===== config.mk =====
export PLATFORM = sky130hd
export DESIGN_NAME = hwmtx_core
export DESIGN_NICKNAME = d
export VERILOG_FILES = /design/src/common/hwmtx_pkg.sv /design/src/logic/hwmtx_core.sv
export SDC_FILE = /design/constraint.sdc
export NUM_CORES = 1
export LEC_CHECK = 0
export BUFFER_PORTS_ARGS = -buffer_cell sky130_fd_sc_hd__buf_2
export CORE_ASPECT_RATIO = 1.1
export CORE_UTILIZATION = 49
export DETAILED_ROUTE_END_ITERATION = 12
export HOLD_SLACK_MARGIN = 0.03
export PLACE_DENSITY = 0.73
export SYNTH_ARGS = -nofsm -noshare
export SYNTH_HDL_FRONTEND = slang
export SYNTH_SLANG_ARGS = --single-unit

===== constraint.sdc =====
create_clock -name ref_clk -period 2 [get_ports ref_clk]
set_input_delay 0.1 -clock ref_clk [delete_from_list [all_inputs] [get_ports ref_clk]]
set_output_delay 0.1 -clock ref_clk [all_outputs]
set_load 0.02 [all_outputs]

===== src/common/hwmtx_pkg.sv =====
// Package: register map, field layout and bus carrier types of the hardware lock
package hwmtx_pkg;

  // ----------------------------------------------------------------
  // Register indices (word offsets on the agent port)
  // ----------------------------------------------------------------
  localparam logic [0:0] LOCK_STATE_IDX = 1'h0;
  localparam logic [0:0] RESET_INDICATOR_IDX = 1'h1;

  // ----------------------------------------------------------------
  // Field positions
  // ----------------------------------------------------------------
  localparam int OWNER_MSB = 31;
  localparam int OWNER_LSB = 16;
  localparam int VALUE_MSB = 15;
  localparam int VALUE_LSB = 0;
  localparam int RESET_FLAG_BIT = 0;

  // ----------------------------------------------------------------
  // Reset values
  // ----------------------------------------------------------------
  localparam logic [15:0] VALUE_FREE = 16'h0000;
  localparam logic RESET_FLAG_INIT = 1'h1;
  localparam logic [31:0] READ_ZERO = 32'h0000_0000;

  // ----------------------------------------------------------------
  // Carrier types
  // ----------------------------------------------------------------
  typedef struct packed {
    logic [15:0] owner;
    logic [15:0] value;
  } hwmtx_lock_type;

  typedef struct packed {
    logic read;
    logic write;
    logic [0:0] address;
    logic [31:0] writedata;
  } hwmtx_req_type;

endpackage


===== src/logic/hwmtx_core.sv =====
// Hardware lock: atomic test-and-set register with reset indicator flag
`timescale 1ns/1ps
`default_nettype none

module hwmtx_core #(
  parameter logic [15:0] INIT_VALUE = 16'h0000,
  parameter logic [15:0] INIT_OWNER = 16'h0000
) (
  // Clock and reset
  input wire logic ref_clk,
  input wire logic srst,
  // Agent port
  input wire logic [0:0] address,
  input wire logic read,
  input wire logic write,
  input wire logic [31:0] writedata,
  output logic [31:0] readdata,
  // Status
  output logic lock_held
);

  // ----------------------------------------------------------------
  // State
  // ----------------------------------------------------------------
  hwmtx_pkg::hwmtx_req_type req;
  hwmtx_pkg::hwmtx_lock_type lock_r, lock_nxt, wr_lock;
  logic reset_flag_r, reset_flag_nxt;
  logic [31:0] readdata_r, readdata_nxt;
  logic lock_held_r, lock_held_nxt;
  logic may_write;

  assign req = '{read: read, write: write, address: address, writedata: writedata};
  assign wr_lock = hwmtx_pkg::hwmtx_lock_type'(req.writedata);

  function automatic logic is_free(input hwmtx_pkg::hwmtx_lock_type l);
    return l.value == hwmtx_pkg::VALUE_FREE;
  endfunction

  // ----------------------------------------------------------------
  // Next-state logic
  // ----------------------------------------------------------------
  always_comb begin
    // Test and set happen in one cycle, so back-to-back writes resolve in bus order
    may_write = is_free(lock_r) || (lock_r.owner == wr_lock.owner);
    lock_nxt = lock_r;
    reset_flag_nxt = reset_flag_r;
    readdata_nxt = readdata_r;
    if (req.write && req.address == hwmtx_pkg::LOCK_STATE_IDX && may_write) begin
      lock_nxt = wr_lock;
    end
    if (req.write && req.address == hwmtx_pkg::RESET_INDICATOR_IDX &&
        req.writedata[hwmtx_pkg::RESET_FLAG_BIT]) begin
      reset_flag_nxt = 1'b0;
    end
    if (req.read) begin
      unique case (req.address)
        hwmtx_pkg::LOCK_STATE_IDX: readdata_nxt = lock_r;
        hwmtx_pkg::RESET_INDICATOR_IDX: begin
          readdata_nxt = hwmtx_pkg::READ_ZERO;
          readdata_nxt[hwmtx_pkg::RESET_FLAG_BIT] = reset_flag_r;
        end
      endcase
    end
    lock_held_nxt = !is_free(lock_nxt);
  end

  // ----------------------------------------------------------------
  // Registers
  // ----------------------------------------------------------------
  always_ff @(posedge ref_clk) begin
    if (srst) begin
      lock_r <= '{owner: INIT_OWNER, value: INIT_VALUE};
      reset_flag_r <= hwmtx_pkg::RESET_FLAG_INIT;
      readdata_r <= hwmtx_pkg::READ_ZERO;
      lock_held_r <= (INIT_VALUE != hwmtx_pkg::VALUE_FREE);
    end else begin
      lock_r <= lock_nxt;
      reset_flag_r <= reset_flag_nxt;
      readdata_r <= readdata_nxt;
      lock_held_r <= lock_held_nxt;
    end
  end

  assign readdata = readdata_r;
  assign lock_held = lock_held_r;

  // ----------------------------------------------------------------
  // Checks
  // ----------------------------------------------------------------
  refused_write_a: assert property (@(posedge ref_clk) disable iff (srst)
    (write && address == hwmtx_pkg::LOCK_STATE_IDX && lock_r.value != 16'h0000 &&
     lock_r.owner != writedata[31:16]) |=> $stable(lock_r))
    else $error("refused lock write changed the register");
  taken_write_a: assert property (@(posedge ref_clk) disable iff (srst)
    (write && address == hwmtx_pkg::LOCK_STATE_IDX && lock_r.value == 16'h0000)
    |=> lock_r == $past(writedata))
    else $error("write to free lock not applied next cycle");
  owner_write_a: assert property (@(posedge ref_clk) disable iff (srst)
    (write && address == hwmtx_pkg::LOCK_STATE_IDX && lock_r.owner == writedata[31:16])
    |=> lock_r == $past(writedata))
    else $error("holder write not applied");
  lock_read_a: assert property (@(posedge ref_clk) disable iff (srst)
    (read && !write && address == hwmtx_pkg::LOCK_STATE_IDX) |=> readdata == $past(lock_r)
    && $stable(lock_r))
    else $error("lock read wrong or disturbed state");
  flag_read_a: assert property (@(posedge ref_clk) disable iff (srst)
    (read && address == hwmtx_pkg::RESET_INDICATOR_IDX) |=> readdata[31:1] == 31'h0
    && readdata[0] == $past(reset_flag_r))
    else $error("reset flag read wrong");
  flag_sticky_a: assert property (@(posedge ref_clk) disable iff (srst)
    !reset_flag_r |=> !reset_flag_r)
    else $error("reset flag set again without reset");
  flag_clear_a: assert property (@(posedge ref_clk) disable iff (srst)
    (write && address == hwmtx_pkg::RESET_INDICATOR_IDX && writedata[0]) |=> !reset_flag_r)
    else $error("reset flag not cleared by write of one");
  flag_reset_a: assert property (@(posedge ref_clk) srst |=> reset_flag_r &&
    lock_r.value == INIT_VALUE && lock_r.owner == INIT_OWNER)
    else $error("reset values not loaded");
  held_out_a: assert property (@(posedge ref_clk) disable iff (srst)
    lock_held == (lock_r.value != 16'h0000))
    else $error("lock held output disagrees with value");

  // ----------------------------------------------------------------
  // Checks: lock register isolation and field layout
  // ----------------------------------------------------------------
  // Each register must be untouched by traffic aimed at the other word
  lock_write_flag_a: assert property (@(posedge ref_clk) disable iff (srst)
    (write && address == hwmtx_pkg::RESET_INDICATOR_IDX)
    |=> $stable(lock_r))
    else $error("flag register write disturbed the lock");

  flag_write_lock_a: assert property (@(posedge ref_clk) disable iff (srst)
    (write && address == hwmtx_pkg::LOCK_STATE_IDX)
    |=> $stable(reset_flag_r))
    else $error("lock register write disturbed the flag");

  owner_field_a: assert property (@(posedge ref_clk) disable iff (srst)
    (read && address == hwmtx_pkg::LOCK_STATE_IDX)
    |=> readdata[31:16] == $past(lock_r.owner))
    else $error("holder field read from wrong bits");

  value_field_a: assert property (@(posedge ref_clk) disable iff (srst)
    (read && address == hwmtx_pkg::LOCK_STATE_IDX)
    |=> readdata[15:0] == $past(lock_r.value))
    else $error("lock value field read from wrong bits");

  held_track_a: assert property (@(posedge ref_clk) disable iff (srst)
    (write && address == hwmtx_pkg::LOCK_STATE_IDX && is_free(lock_r) &&
     writedata[15:0] != hwmtx_pkg::VALUE_FREE)
    |=> lock_held)
    else $error("lock held not raised on acquire");

  read_hold_a: assert property (@(posedge ref_clk) disable iff (srst)
    !read
    |=> $stable(readdata))
    else $error("read data changed without a read");

  read_pure_a: assert property (@(posedge ref_clk) disable iff (srst)
    (read && !write)
    |=> $stable(reset_flag_r))
    else $error("read disturbed the reset flag");

  idle_lock_a: assert property (@(posedge ref_clk) disable iff (srst)
    !write
    |=> $stable(lock_r))
    else $error("lock changed without a write");

  refused_held_a: assert property (@(posedge ref_clk) disable iff (srst)
    (write && address == hwmtx_pkg::LOCK_STATE_IDX && !is_free(lock_r) &&
     lock_r.owner != writedata[31:16])
    |=> $stable(lock_held))
    else $error("refused write moved the held status");

  release_free_a: assert property (@(posedge ref_clk) disable iff (srst)
    (write && address == hwmtx_pkg::LOCK_STATE_IDX && lock_r.owner == writedata[31:16] &&
     writedata[15:0] == hwmtx_pkg::VALUE_FREE)
    |=> !lock_held)
    else $error("release by holder left lock held");

  // Two contenders back to back: the first taker must keep the lock
  bus_order_a: assert property (@(posedge ref_clk) disable iff (srst)
    (write && address == hwmtx_pkg::LOCK_STATE_IDX && is_free(lock_r) &&
     writedata[15:0] != hwmtx_pkg::VALUE_FREE) ##1
    (write && address == hwmtx_pkg::LOCK_STATE_IDX &&
     writedata[31:16] != $past(writedata[31:16]))
    |=> lock_r == $past(writedata, 2))
    else $error("back to back writes not resolved in bus order");

  // ----------------------------------------------------------------
  // Checks: reset flag and reset values
  // ----------------------------------------------------------------
  flag_ignore_a: assert property (@(posedge ref_clk) disable iff (srst)
    (write && address == hwmtx_pkg::RESET_INDICATOR_IDX && !writedata[0])
    |=> $stable(reset_flag_r))
    else $error("flag write without bit zero had an effect");

  flag_hold_a: assert property (@(posedge ref_clk) disable iff (srst)
    (reset_flag_r && !(write && address == hwmtx_pkg::RESET_INDICATOR_IDX && writedata[0]))
    |=> reset_flag_r)
    else $error("reset flag dropped without a clearing write");

  // Reset clears the read data register, so the read port starts from a known word
  reset_read_a: assert property (@(posedge ref_clk)
    srst
    |=> readdata == hwmtx_pkg::READ_ZERO)
    else $error("read data not cleared by reset");

  reset_held_a: assert property (@(posedge ref_clk)
    srst
    |=> lock_held == (INIT_VALUE != hwmtx_pkg::VALUE_FREE))
    else $error("lock held status wrong after reset");

endmodule // hwmtx_core

`default_nettype wire


== Yosys cells after proc, flatten, opt, wreduce, memory -nomap -nowiden ==
Index checks and enable logic that the tools add are counted.
Word-level totals
  input bits: 37
  bits in registers: 66
Operators by class
  bitwise operators: 1
  mux-type cells: 2
  equality and inequality tests: 1
  reduce and logical (&&, ||, !) cells: 8
Operators by type and width (count)
  $pmux 32 s2: 1
  $logic_not 16->1: 2
  $eq 16x16->1: 1
  $mux 16: 1
  $logic_and 1x1->1: 4
  $logic_not 1->1: 1
  $logic_or 1x1->1: 1
  $not 1->1: 1

== Longest topological paths before layout ==
Gate-level depths: netlist of run 1.
  depth in word-level cells: 6
  depth in mapped cells: 6
  depth with buffers taken out: 5

== Least setup slack after synthesis of run 1 ==
Ideal clock, no wire load.
  path type: reg2reg
  from: register lock_r[27] (netlist bit)
  to: register lock_r[16] (netlist bit)
  cell stages (with the launch flop): 7
  clock period less this slack: 1600 ps
  arrival time: 1483 ps
  buffers on the path: 1
  slack: 400 ps
  library setup time: 117 ps
  path through: dfxtp_1 > xor2_1 > nor4_2 > and4_4 > o22ai_4 > buf_6 > a22o_1
Between the ends
  word-level cells in the longest chain between the ends: 3
Ends and longest elaborated chain
  from (decl): RTL line hwmtx_core.sv:26  | hwmtx_pkg::hwmtx_lock_type lock_r, lock_nxt, wr_lock;
  from (signal assigned): RTL line hwmtx_core.sv:72  | lock_r <= '{owner: INIT_OWNER, value: INIT_VALUE};
  from (signal assigned): RTL line hwmtx_core.sv:77  | lock_r <= lock_nxt;
  $eq 16x16->1: RTL line hwmtx_core.sv:44  | may_write = is_free(lock_r) || (lock_r.owner == wr_lock.owner);
  $logic_or 1x1->1: RTL line hwmtx_core.sv:44
  $logic_and 1x1->1: RTL line hwmtx_core.sv:48  | if (req.write && req.address == hwmtx_pkg::LOCK_STATE_IDX && may_write) begin
Every way passes these cells.
A chain may end at the register's enable or synchronous reset.

== Final worst setup path of run 1 ==
  from: input writedata[27]
  to: register lock_r[3] (netlist bit)
Between the ends
  word-level cells in the longest chain between the ends: 4
Ends and longest elaborated chain
  from (decl): RTL line hwmtx_core.sv:16  | input wire logic [31:0] writedata,
  $eq 16x16->1: RTL line hwmtx_core.sv:44
  $logic_or 1x1->1: RTL line hwmtx_core.sv:44
  $logic_and 1x1->1: RTL line hwmtx_core.sv:48
  $mux 16: RTL line hwmtx_core.sv:48
Every way passes these cells.

==> flow_summary.toml, run 1 <==
[run_status]
status = "finished, violations left"
violations = "DRC"

[power_and_ir_drop]
p_clk_share_pct = 30.9
swShare_pct = 28.40
p_comb_share_pct = 20.1
vdd_drop_max_mv = 0.4752
p_sw_w = 0.0009284
intPower_w = 0.002341
p_seq_share_pct = 49.0
p_leak_nw = 1.489
powerDensity_nw_per_um2 = 945.4

[clock_tree]
h-tree-depth = 3
postCtsSetupBuffers = 0
clock-sinks = 66
clock_latency_ns = 0.33
clockBufferDepth = 2
cts_hold_buf = 31
root_buffer = "clkbuf_8"
cts_buffers = 9
cts_tree = "done"
path_clk_slew_ns = 0.06
cts_resized = 0

[finish]
layout_common_cells = "69 x buf_2, 66 x dfxtp_1, 32 x a22o_1, 31 x a21oi_1, 31 x dlygate4sd3_1"
area_growth_pct = 33.66
antennaDiodeCount = 0
fin_util_pct = 68.70
mostFrequentLayoutCell = "buf_2"
drive_gt1_share_pct = 26.82
nets = 390

[sta]
worst_pin_slew_ns = 0.9761
min_period_ns = 1.902
setup_viol = 0
worst_clock_skew_ns = 0.003060
fmax_mhz = 525.9
timing.final.crit_share_pct = 95.08
setup_tns_ns = 0
rsz0062_at_grt = "false"
hold_viol = 0
relSlewSlack_pct = 34.79
slew_violations = 0

[grt]
grt_max_degree = 50
grt_pass1_wl_um = 9528
grt-ovfl-total = 0
antenna_found_initial = 0
track_usage_pct = 22.11
grt_pass1_vias = 2138

[drt]
drtIter0Drc = 103
dr.pass1.iters = 8
drt-vias-per-instance = 5.438
drc = 4
ant_nets = 0
vias = 2262
wl_per_cell_um = 14.11
drt-total-wl_um = 5868

[synthesis]
synth_cell_types = 25
seq_area_frac_synth_pct = 51.06
avgSynthCellArea_um2 = 10.19
synthCells = 254
synth.top_cells.by_area = "dfxtp_1 51%, a22o_1 11%, a21oi_1 6.0%"
ys_warn_count = 0
syn_nets = 291
synth.ff_latch_count = 66
synth_area_leader_cell = "dfxtp_1"
netlist_area_um2 = 2587
synth_top_cell_area_share_pct = 51.06

[critical_path]
arrival_ns = 2.12
cp-start-kind = "input port"
endpoint_kind = "flip-flop"
path_class = "in -> reg"
critPathBufInv = 3
cpMaxStageDelayCell = "dlygate4sd3_1"
slowest_delay_ns = 0.53
crit_family = "buffers and inverters"
cp-startpoint = "writedata[27]"
crit_fanout = 16
crit_chain = "dlygate4sd3_1, buf_2, xor2_1, nor4_2, and4_4, a21oi_2, buf_4, a22o_1"
crit_required_ns = 2.22
crit-reg2reg-launch = "lock_r[27]"

[placed_design]
io_buffer_count = 69
place_congestion = 0.7417
dp_hpwl_um = 3815

[floorplan]
rows = 27
initial_core_util_pct = 51.40
die_w_um = 71.29
fp.coreArea_um2 = 5034
fp.dieH_um = 78.22
dieArea_um2 = 5576
io_pins = 70

[run]
drv_cap = 0

[worst_hold_path]
worstHoldStart = "writedata[17]"
min_path_type = "in -> reg"
[power groups by stage]
stage               combinational, W  clock (W)  sequential, W
floorplan                   0.000421          0        0.00164
global placement            0.000603          0        0.00163
detailed placement          0.000612          0        0.00163
CTS                         0.000661    0.00104        0.00160
global route                0.000724    0.00109        0.00162
finish                      0.000656    0.00101        0.00160
[final cells by class]
cell class,instances,area (um^2)
fill,397,1575
sequential,66,1321
multi-input combinational,171,1189
timing repair buffer,105,693.2
clock buffer,14,172.7
tap,58,72.57
clock inverter,2,10.01
[synth_stat cells, drive strengths merged]
library cell / number
dfxtp: 66
buf: 7
mux2i: 1
a22o: 32
nor2: 16
nand3b: 16
xor2: 16
a21o: 2
nor4: 12
and2b: 1
nand4: 2
nand3: 1
a211oi: 1
and4: 2
a21oi: 33
nand2b: 18
o22ai: 1
clkbuf: 10
nor2b: 16
o21ai: 1
[per-stage QoR]
step	instance area [um^2]	hold slack, ns	setup slack [ns]	total power [W]	instances
after floorplan	2587	0.2255	0.3999	0.002064	254
after global placement	2965	0.3361	0.2507	0.002228	369
after detailed placement	2965	0.3343	0.2281	0.002243	369
after CTS	3458	0.03096	0.1033	0.003305	416
after global routing	3458	0.04688	0.01277	0.003437	416
final	3458	0.04105	0.09844	0.003270	416
[layer usage]
| layer | part of all wire (%) | wire length, um | track usage, % |
|---|---|---|---|
| met5 | 0 | 0 | 0 |
| met4 | 1.4 | 84 | 9.000 |
| met3 | 4.8 | 281 | 3.851 |
| met2 | 50 | 2957 | 38.38 |
| met1 | 43 | 2545 | 26.92 |
[final timing paths]
check             depth (start not counted)      endpoint  slack, ns
hold / removal                            2    lock_r[17]       0.04
setup / recovery                          8     lock_r[3]        0.1
setup reg to reg                          6     lock_r[3]       0.21
hold reg to reg                           2  readdata[25]       0.46
[logic make-up after synthesis]
| kind of cell | count (synthesis) | share of synthesized area [%] |
|---|---|---|
| xor+xnor | 16 | 5.416 |
| mux | 1 | 0.3869 |
| compound gates | 70 | 19.34 |
| flops | 66 | 51.06 |
| buf+inv | 17 | 2.998 |
| simple gates | 84 | 20.79 |
[state kept, by name (all words and copies together), names as in the netlist]
signal / count
lock_held: 1
lock_r: 32
readdata: 32
reset_flag_r: 1
Note: power is estimated with default switching activity, not from simulation.
==> inputs of run 2 (changes only) <==
--- a/config.mk
+++ b/config.mk
@@ -5,12 +5,13 @@
 export SDC_FILE = /design/constraint.sdc
 export NUM_CORES = 1
 export LEC_CHECK = 0
+export ABC_AREA = 1
 export BUFFER_PORTS_ARGS = -buffer_cell sky130_fd_sc_hd__buf_2
 export CORE_ASPECT_RATIO = 1.1
 export CORE_UTILIZATION = 49
 export DETAILED_ROUTE_END_ITERATION = 12
 export HOLD_SLACK_MARGIN = 0.03
-export PLACE_DENSITY = 0.73
+export PLACE_DENSITY = 0.72
 export SYNTH_ARGS = -nofsm -noshare
 export SYNTH_HDL_FRONTEND = slang
 export SYNTH_SLANG_ARGS = --single-unit
==> run 2 against run 1 <==
Effect of this change: the flow now finishes without violations; final cell count rose by 39%; clock skew grew 0.0057 ns; total power is 60% higher; clock-buffer cell count decreased by 4; largest cell class unchanged.
==> flow_summary.toml, run 2 <==
[grt]
track_usage_pct = 23.11
grt_pass1_vias = 2457
grt_max_degree = 50
antenna_found_initial = 0
grt_pass1_wl_um = 10630
grt-ovfl-total = 0

[worst_hold_path]
hold_path_depth = 3
min_to = "lock_r[30]"
worstHoldStart = "writedata[30]"
min_path_type = "in -> reg"

[synthesis]
synth_most_common_cell = "nand2_1"
synth_top_cell_area_share_pct = 45.64
synth_area_leader_cell = "dfxtp_1"
synth_cell_types = 19
avgSynthCellArea_um2 = 6.812
synth_edf_count = 0
syn_nets = 462
synth.ff_latch_count = 66
async_flop_share_pct = 0
synthFlopType = "dfxtp_1"
seq_area_frac_synth_pct = 45.64
synthCells = 425
ys_warn_count = 0
synth.top_cells.by_area = "dfxtp_1 46%, nand2_1 16%, a21oi_1 8.5%"
netlist_top_cells_count = "127 x nand2_1, 66 x dfxtp_1, 49 x a21oi_1, 49 x inv_1"
netlist_area_um2 = 2895

[sta]
worst_clock_skew_ns = 0.008766
timing.final.ws_setup_ns = 0.07643
whs_ns = 0.06505
rsz0062_at_grt = "true"
hold_viol = 0
fmax_mhz = 519.9
timing.final.crit_share_pct = 96.18
slew_violations = 0
setup_viol = 0
min_period_ns = 1.924
worst_pin_slew_ns = 0.5035
relSlewSlack_pct = 66.40

[finish]
layout_common_cells = "124 x nand2_1, 69 x buf_2, 52 x dfxtp_1, 49 x a21oi_1, 47 x inv_1"
nets = 533
layout.cells.non_filler = 577
nFillCells = 543
area_growth_pct = 23.94
drive_gt1_share_pct = 25.40
mostFrequentLayoutCell = "nand2_1"
antennaDiodeCount = 0
seq_area_um2 = 1339
multi_input_area_um2 = 1292

[placed_design]
place_congestion = 0.8710
dp_hpwl_um = 4545
io_buffer_count = 69
dp.cells = 556
dp_slack_ns = 0.06639

[power_and_ir_drop]
swShare_pct = 39.75
intPower_w = 0.003148
p_seq_share_pct = 35.0
p_clk_share_pct = 20.9
p_comb_share_pct = 44.1
vdd_drop_max_mv = 0.7885
powerDensity_nw_per_um2 = 1456
p_sw_w = 0.002077
p_leak_nw = 1.708

[critical_path]
arrival_ns = 2.14
crit_fanout = 32
path_class = "reg -> reg"
crit_chain = "nor4_1, nand3_1, nand2_4, buf_12, nand2_8, buf_4, o21ai_0, a21oi_1"
r2r_slack_ns = 0.08
endpoint_kind = "flip-flop"
cp-start-kind = "flip-flop"
crit_required_ns = 2.22
r2r_end = "lock_r[18]"
critPathBufInv = 2
cp-startpoint = "lock_r[3]"
crit-reg2reg-launch = "lock_r[3]"
reg2reg_depth = 8
cpMaxStageDelayCell = "nor4_1"
slowest_delay_ns = 0.37
crit_family = "simple AND/OR/NAND/NOR gates"

[clock_tree]
clock-sinks = 66
path_clk_slew_ns = 0.07
clockBufferDepth = 2
clock_latency_ns = 0.35
cts_tree = "done"
h-tree-depth = 3
cts_buffers = 9
root_buffer = "clkbuf_8"

[floorplan]
dieArea_um2 = 6220
die_w_um = 75.29
rows = 29
initial_core_util_pct = 50.50
fp.dieH_um = 82.62
fp.coreArea_um2 = 5733
io_pins = 70

[run_status]
status = "completed"

[drt]
drt-vias-per-instance = 4.901
drc = 0
wl_per_cell_um = 11.87
vias = 2828
dr.pass1.iters = 5
drtIter0Drc = 114
ant_nets = 0
drt-total-wl_um = 6850

[run]
drv_cap = 0
==> run 2: cell types whose count changed after synthesis, moves of 6 or more <==
cell / before / now
o21ai_0: 1 / 17
nor4_1: 8 / 2
inv_1: 0 / 49
nor2_1: 16 / 34
nand2b_1: 18 / 0
a22o_1: 32 / 0
nor2b_1: 16 / 0
nand2_1: 0 / 127
a21oi_1: 31 / 49
xor2_1: 16 / 0
nand3_1: 1 / 34
==> run 2: cell type report <==
class	instances	area share (%)
Clock buffer	10	3.835
Clock inverter	5	1.534
Inverter	54	5.649
Multi-Input combinational cell	282	36.02
Sequential cell	66	37.31
Tap cell	77	2.685
Timing Repair Buffer	83	12.97
==> run 2: power groups by stage <==
stage          logic (W)  clock network, W  registers [W]
3_3_place_gp     0.00178                 0        0.00182
5_1_grt          0.00261           0.00118        0.00186
2_1_floorplan    0.00149                 0        0.00185
3_5_place_dp     0.00183                 0        0.00183
4_1_cts          0.00185           0.00111        0.00180
6_report         0.00231           0.00109        0.00183
==> run 2: kinds of logic (layout without fill, tap and decap cells) <==
group,after synthesis,after routing,share of synthesized area (%)
flip-flops,66,66,45.64
AO/OA/AOI/OAI,68,68,11.97
AND/OR/NAND/NOR,214,214,31.76
buffers and inverters,77,152,10.63
==> run 2: worst min-delay path: stages <==
cell and delay, ns:
buf_2 0.09, o21ai_0 0.08, a21oi_1 0.11
==> run 2: metal layers <==
layer / wire, um / vias to the layer above / track usage, %
li1: - / 1475 / -
met1: 3067 / 1262 / 27.92
met2: 3379 / 83 / 38.39
met3: 291 / 8 / 5.947
met4: 112 / 0 / 10.37
met5: 0 / - / 0
==> run 2: worst max-delay path by stage <==
| stage | slack (ns) | endpoint | depth (start not counted) |
|---|---|---|---|
| after CTS | 0.04 | lock_r[18] | 12 |
| after global routing | -0.01 | lock_held | 17 |
| final | 0.08 | lock_r[18] | 8 |
| after detailed placement | 0.07 | lock_r[18] | 7 |
| after floorplan | 0.40 | lock_held | 16 |
| after global placement | 0.17 | lock_r[19] | 7 |
==> run 2: repair_timing <==
item	CTS	global route
hold buffers	1	0
endpoints found under the setup margin	0	17
endpoints found under the hold margin	1	0
resized for setup	0	25
buffers inserted	0	5
==> run 2: per-stage QoR <==
stage / total power [W] / TNS, ns / util (%) / instance area (um^2)
floorplan: 0.003336 / 0 / - / 2895
CTS: 0.004756 / 0 / 60.96 / 3495
global placement: 0.003603 / 0 / 57.42 / 3292
global route: 0.005648 / -0.01383 / 62.59 / 3588
finish: 0.005225 / 0 / 62.59 / 3588
detailed placement: 0.003662 / 0 / 57.42 / 3292
==> inputs of run 3 (changes only) <==
--- a/config.mk
+++ b/config.mk
@@ -11,7 +11,7 @@
 export CORE_UTILIZATION = 49
 export DETAILED_ROUTE_END_ITERATION = 12
 export HOLD_SLACK_MARGIN = 0.03
-export PLACE_DENSITY = 0.72
+export PLACE_DENSITY = 0.86
 export SYNTH_ARGS = -nofsm -noshare
 export SYNTH_HDL_FRONTEND = slang
 export SYNTH_SLANG_ARGS = --single-unit
==> run 3 against run 2 <==
Effect of this change: register-to-register slack better by 0.05 ns; global-route usage barely moved; clock-buffer cell count shrank 1; highest routed layer unchanged; routed wire length rose by 3.8%; critical endpoint is now lock_r[24]; largest power group unchanged; hold slack gained 0.014 ns; core utilization down 0.24 points; cell area down 0.38%.
==> flow_summary.toml, run 3 (same netlist as run 2, synthesis figures left out) <==
[sta]
slew_violations = 0
setup_viol = 0
worst_clock_skew_ns = 0.008767
min_period_ns = 1.878
hold_viol = 0
relSlewSlack_pct = 66.77
worst_pin_slew_ns = 0.4985
timing.final.crit_share_pct = 93.89
setup_tns_ns = 0
fmax_mhz = 532.5

[placed_design]
io_buffer_count = 69
place_congestion = 0.8387
dp_hpwl_um = 4665
dp.cells = 556

[finish]
layout.cells.non_filler = 577
layout_common_cells = "126 x nand2_1, 69 x buf_2, 57 x dfxtp_1, 49 x inv_1, 49 x a21oi_1"
multi_input_area_um2 = 1330
nFillCells = 534
nets = 533
area_growth_pct = 23.47
drive_gt1_share_pct = 23.00
antennaDiodeCount = 0
seq_area_um2 = 1333
mostFrequentLayoutCell = "nand2_1"

[floorplan]
rows = 29
io_pins = 70
dieArea_um2 = 6220
fp.coreArea_um2 = 5733
initial_core_util_pct = 50.50
fp.dieH_um = 82.62
die_w_um = 75.29

[drt]
drtIter0Drc = 214
met2WireLength_um = 3646
met1_length_um = 2934
ant_nets = 0
drc = 0
top_layer_used = "met4"
wl_met3_um = 378
dr.pass1.iters = 5
vias = 2918
drt-vias-per-instance = 5.057
drt-total-wl_um = 7110
wl_per_cell_um = 12.32

[critical_path]
r2r_slack_ns = 0.12
path_class = "reg -> reg"
cp-start-kind = "flip-flop"
endpoint_kind = "flip-flop"
reg2reg_depth = 12
crit_required_ns = 2.22
crit_fanout = 30
arrival_ns = 2.10

[clock_tree]
clock-sinks = 66
path_clk_slew_ns = 0.08
clockBufferDepth = 2
h-tree-depth = 3
root_buffer = "clkbuf_8"
cts_tree = "done"
clock_latency_ns = 0.34
cts_buffers = 9

[grt]
grt_pass1_vias = 2576
grt-ovfl-total = 0
track_usage_pct = 23.15
grt_max_degree = 50
grt_pass1_wl_um = 10820
antenna_found_initial = 0

[run]
drv_cap = 0

[worst_hold_path]
min_path_type = "in -> reg"
hold_path_depth = 3

[run_status]
status = "completed"

[power_and_ir_drop]
vdd_drop_max_mv = 0.8532
powerDensity_nw_per_um2 = 1435
power.total_w = 0.005131
p_leak_nw = 1.715
-- run 3: cell count changes in the layout (fill, tap and decap cells not counted), sizes merged --
| cell | previous run | this run |
|---|---|---|
| clkbuf | 10 | 9 |
| buf | 82 | 79 |
| nand2 | 129 | 132 |
| clkinv | 3 | 6 |
| clkinvlp | 2 | 0 |
-- run 3: per-layer routing --
layer	vias to the layer above	global-route usage, %
met3	14	4.005
met2	114	41.52
li1	1482	-
met4	0	12.96
met5	-	0
met1	1308	25.54
-- run 3: timing repair --
item,in CTS,in global routing
resized for setup,0,15
setup endpoints to repair,0,16
buffers inserted,0,2
hold endpoints to repair,1,0
hold buffers,1,0
-- run 3: layout make-up --
| class | instances | area share (%) |
|---|---|---|
| flip-flops and latches | 66 | 37.28 |
| multi-input cells | 285 | 37.21 |
| repair buffers | 80 | 12.04 |
| inverters | 54 | 5.670 |
| clock buffers | 9 | 3.465 |
| well taps | 77 | 2.695 |
| clock inverters | 6 | 1.645 |
-- run 3: worst paths after layout --
check	start	end
max reg2reg	lock_r[30]	lock_r[24]
min reg2reg	readdata[27]	readdata[27]
max	lock_r[30]	lock_r[24]
min	writedata[20]	lock_r[20]
-- run 3: where the power goes --
part / total [W] / internal [W] / leakage, nW / switching [W]
registers: 0.00183 / 0.00163 / 0.540 / 0.000196
clock network: 0.00107 / 0.000562 / 0.0986 / 0.000506
logic: 0.00224 / 0.000783 / 1.08 / 0.00145
total: 0.00513 / 0.00297 / 1.72 / 0.00216
-- run 3: through the flow --
step / utilization (%) / hold slack, ns / worst slack, ns / instance area (um^2)
detailed placement: 57.42 / 0.3632 / 0.1354 / 3292
finish: 62.35 / 0.07910 / 0.1222 / 3575
floorplan: - / 0.2432 / 0.4008 / 2895
global placement: 57.42 / 0.3560 / 0.2091 / 3292
global route: 62.35 / 0.1052 / -0.02077 / 3575
CTS: 60.78 / 0.07482 / 0.1195 / 3485
-- run 3: critical path: stages, from the launching register on --
cell	delay (ns)
dfxtp_1	0.36
inv_2	0.05
nand2_1	0.06
nand2_1	0.05
nor2_1	0.10
nand2_1	0.07
nor2_1	0.12
nand2_2	0.17
nand2_8	0.15
nand2_8	0.09
buf_4	0.24
o21ai_0	0.22
a21oi_1	0.06
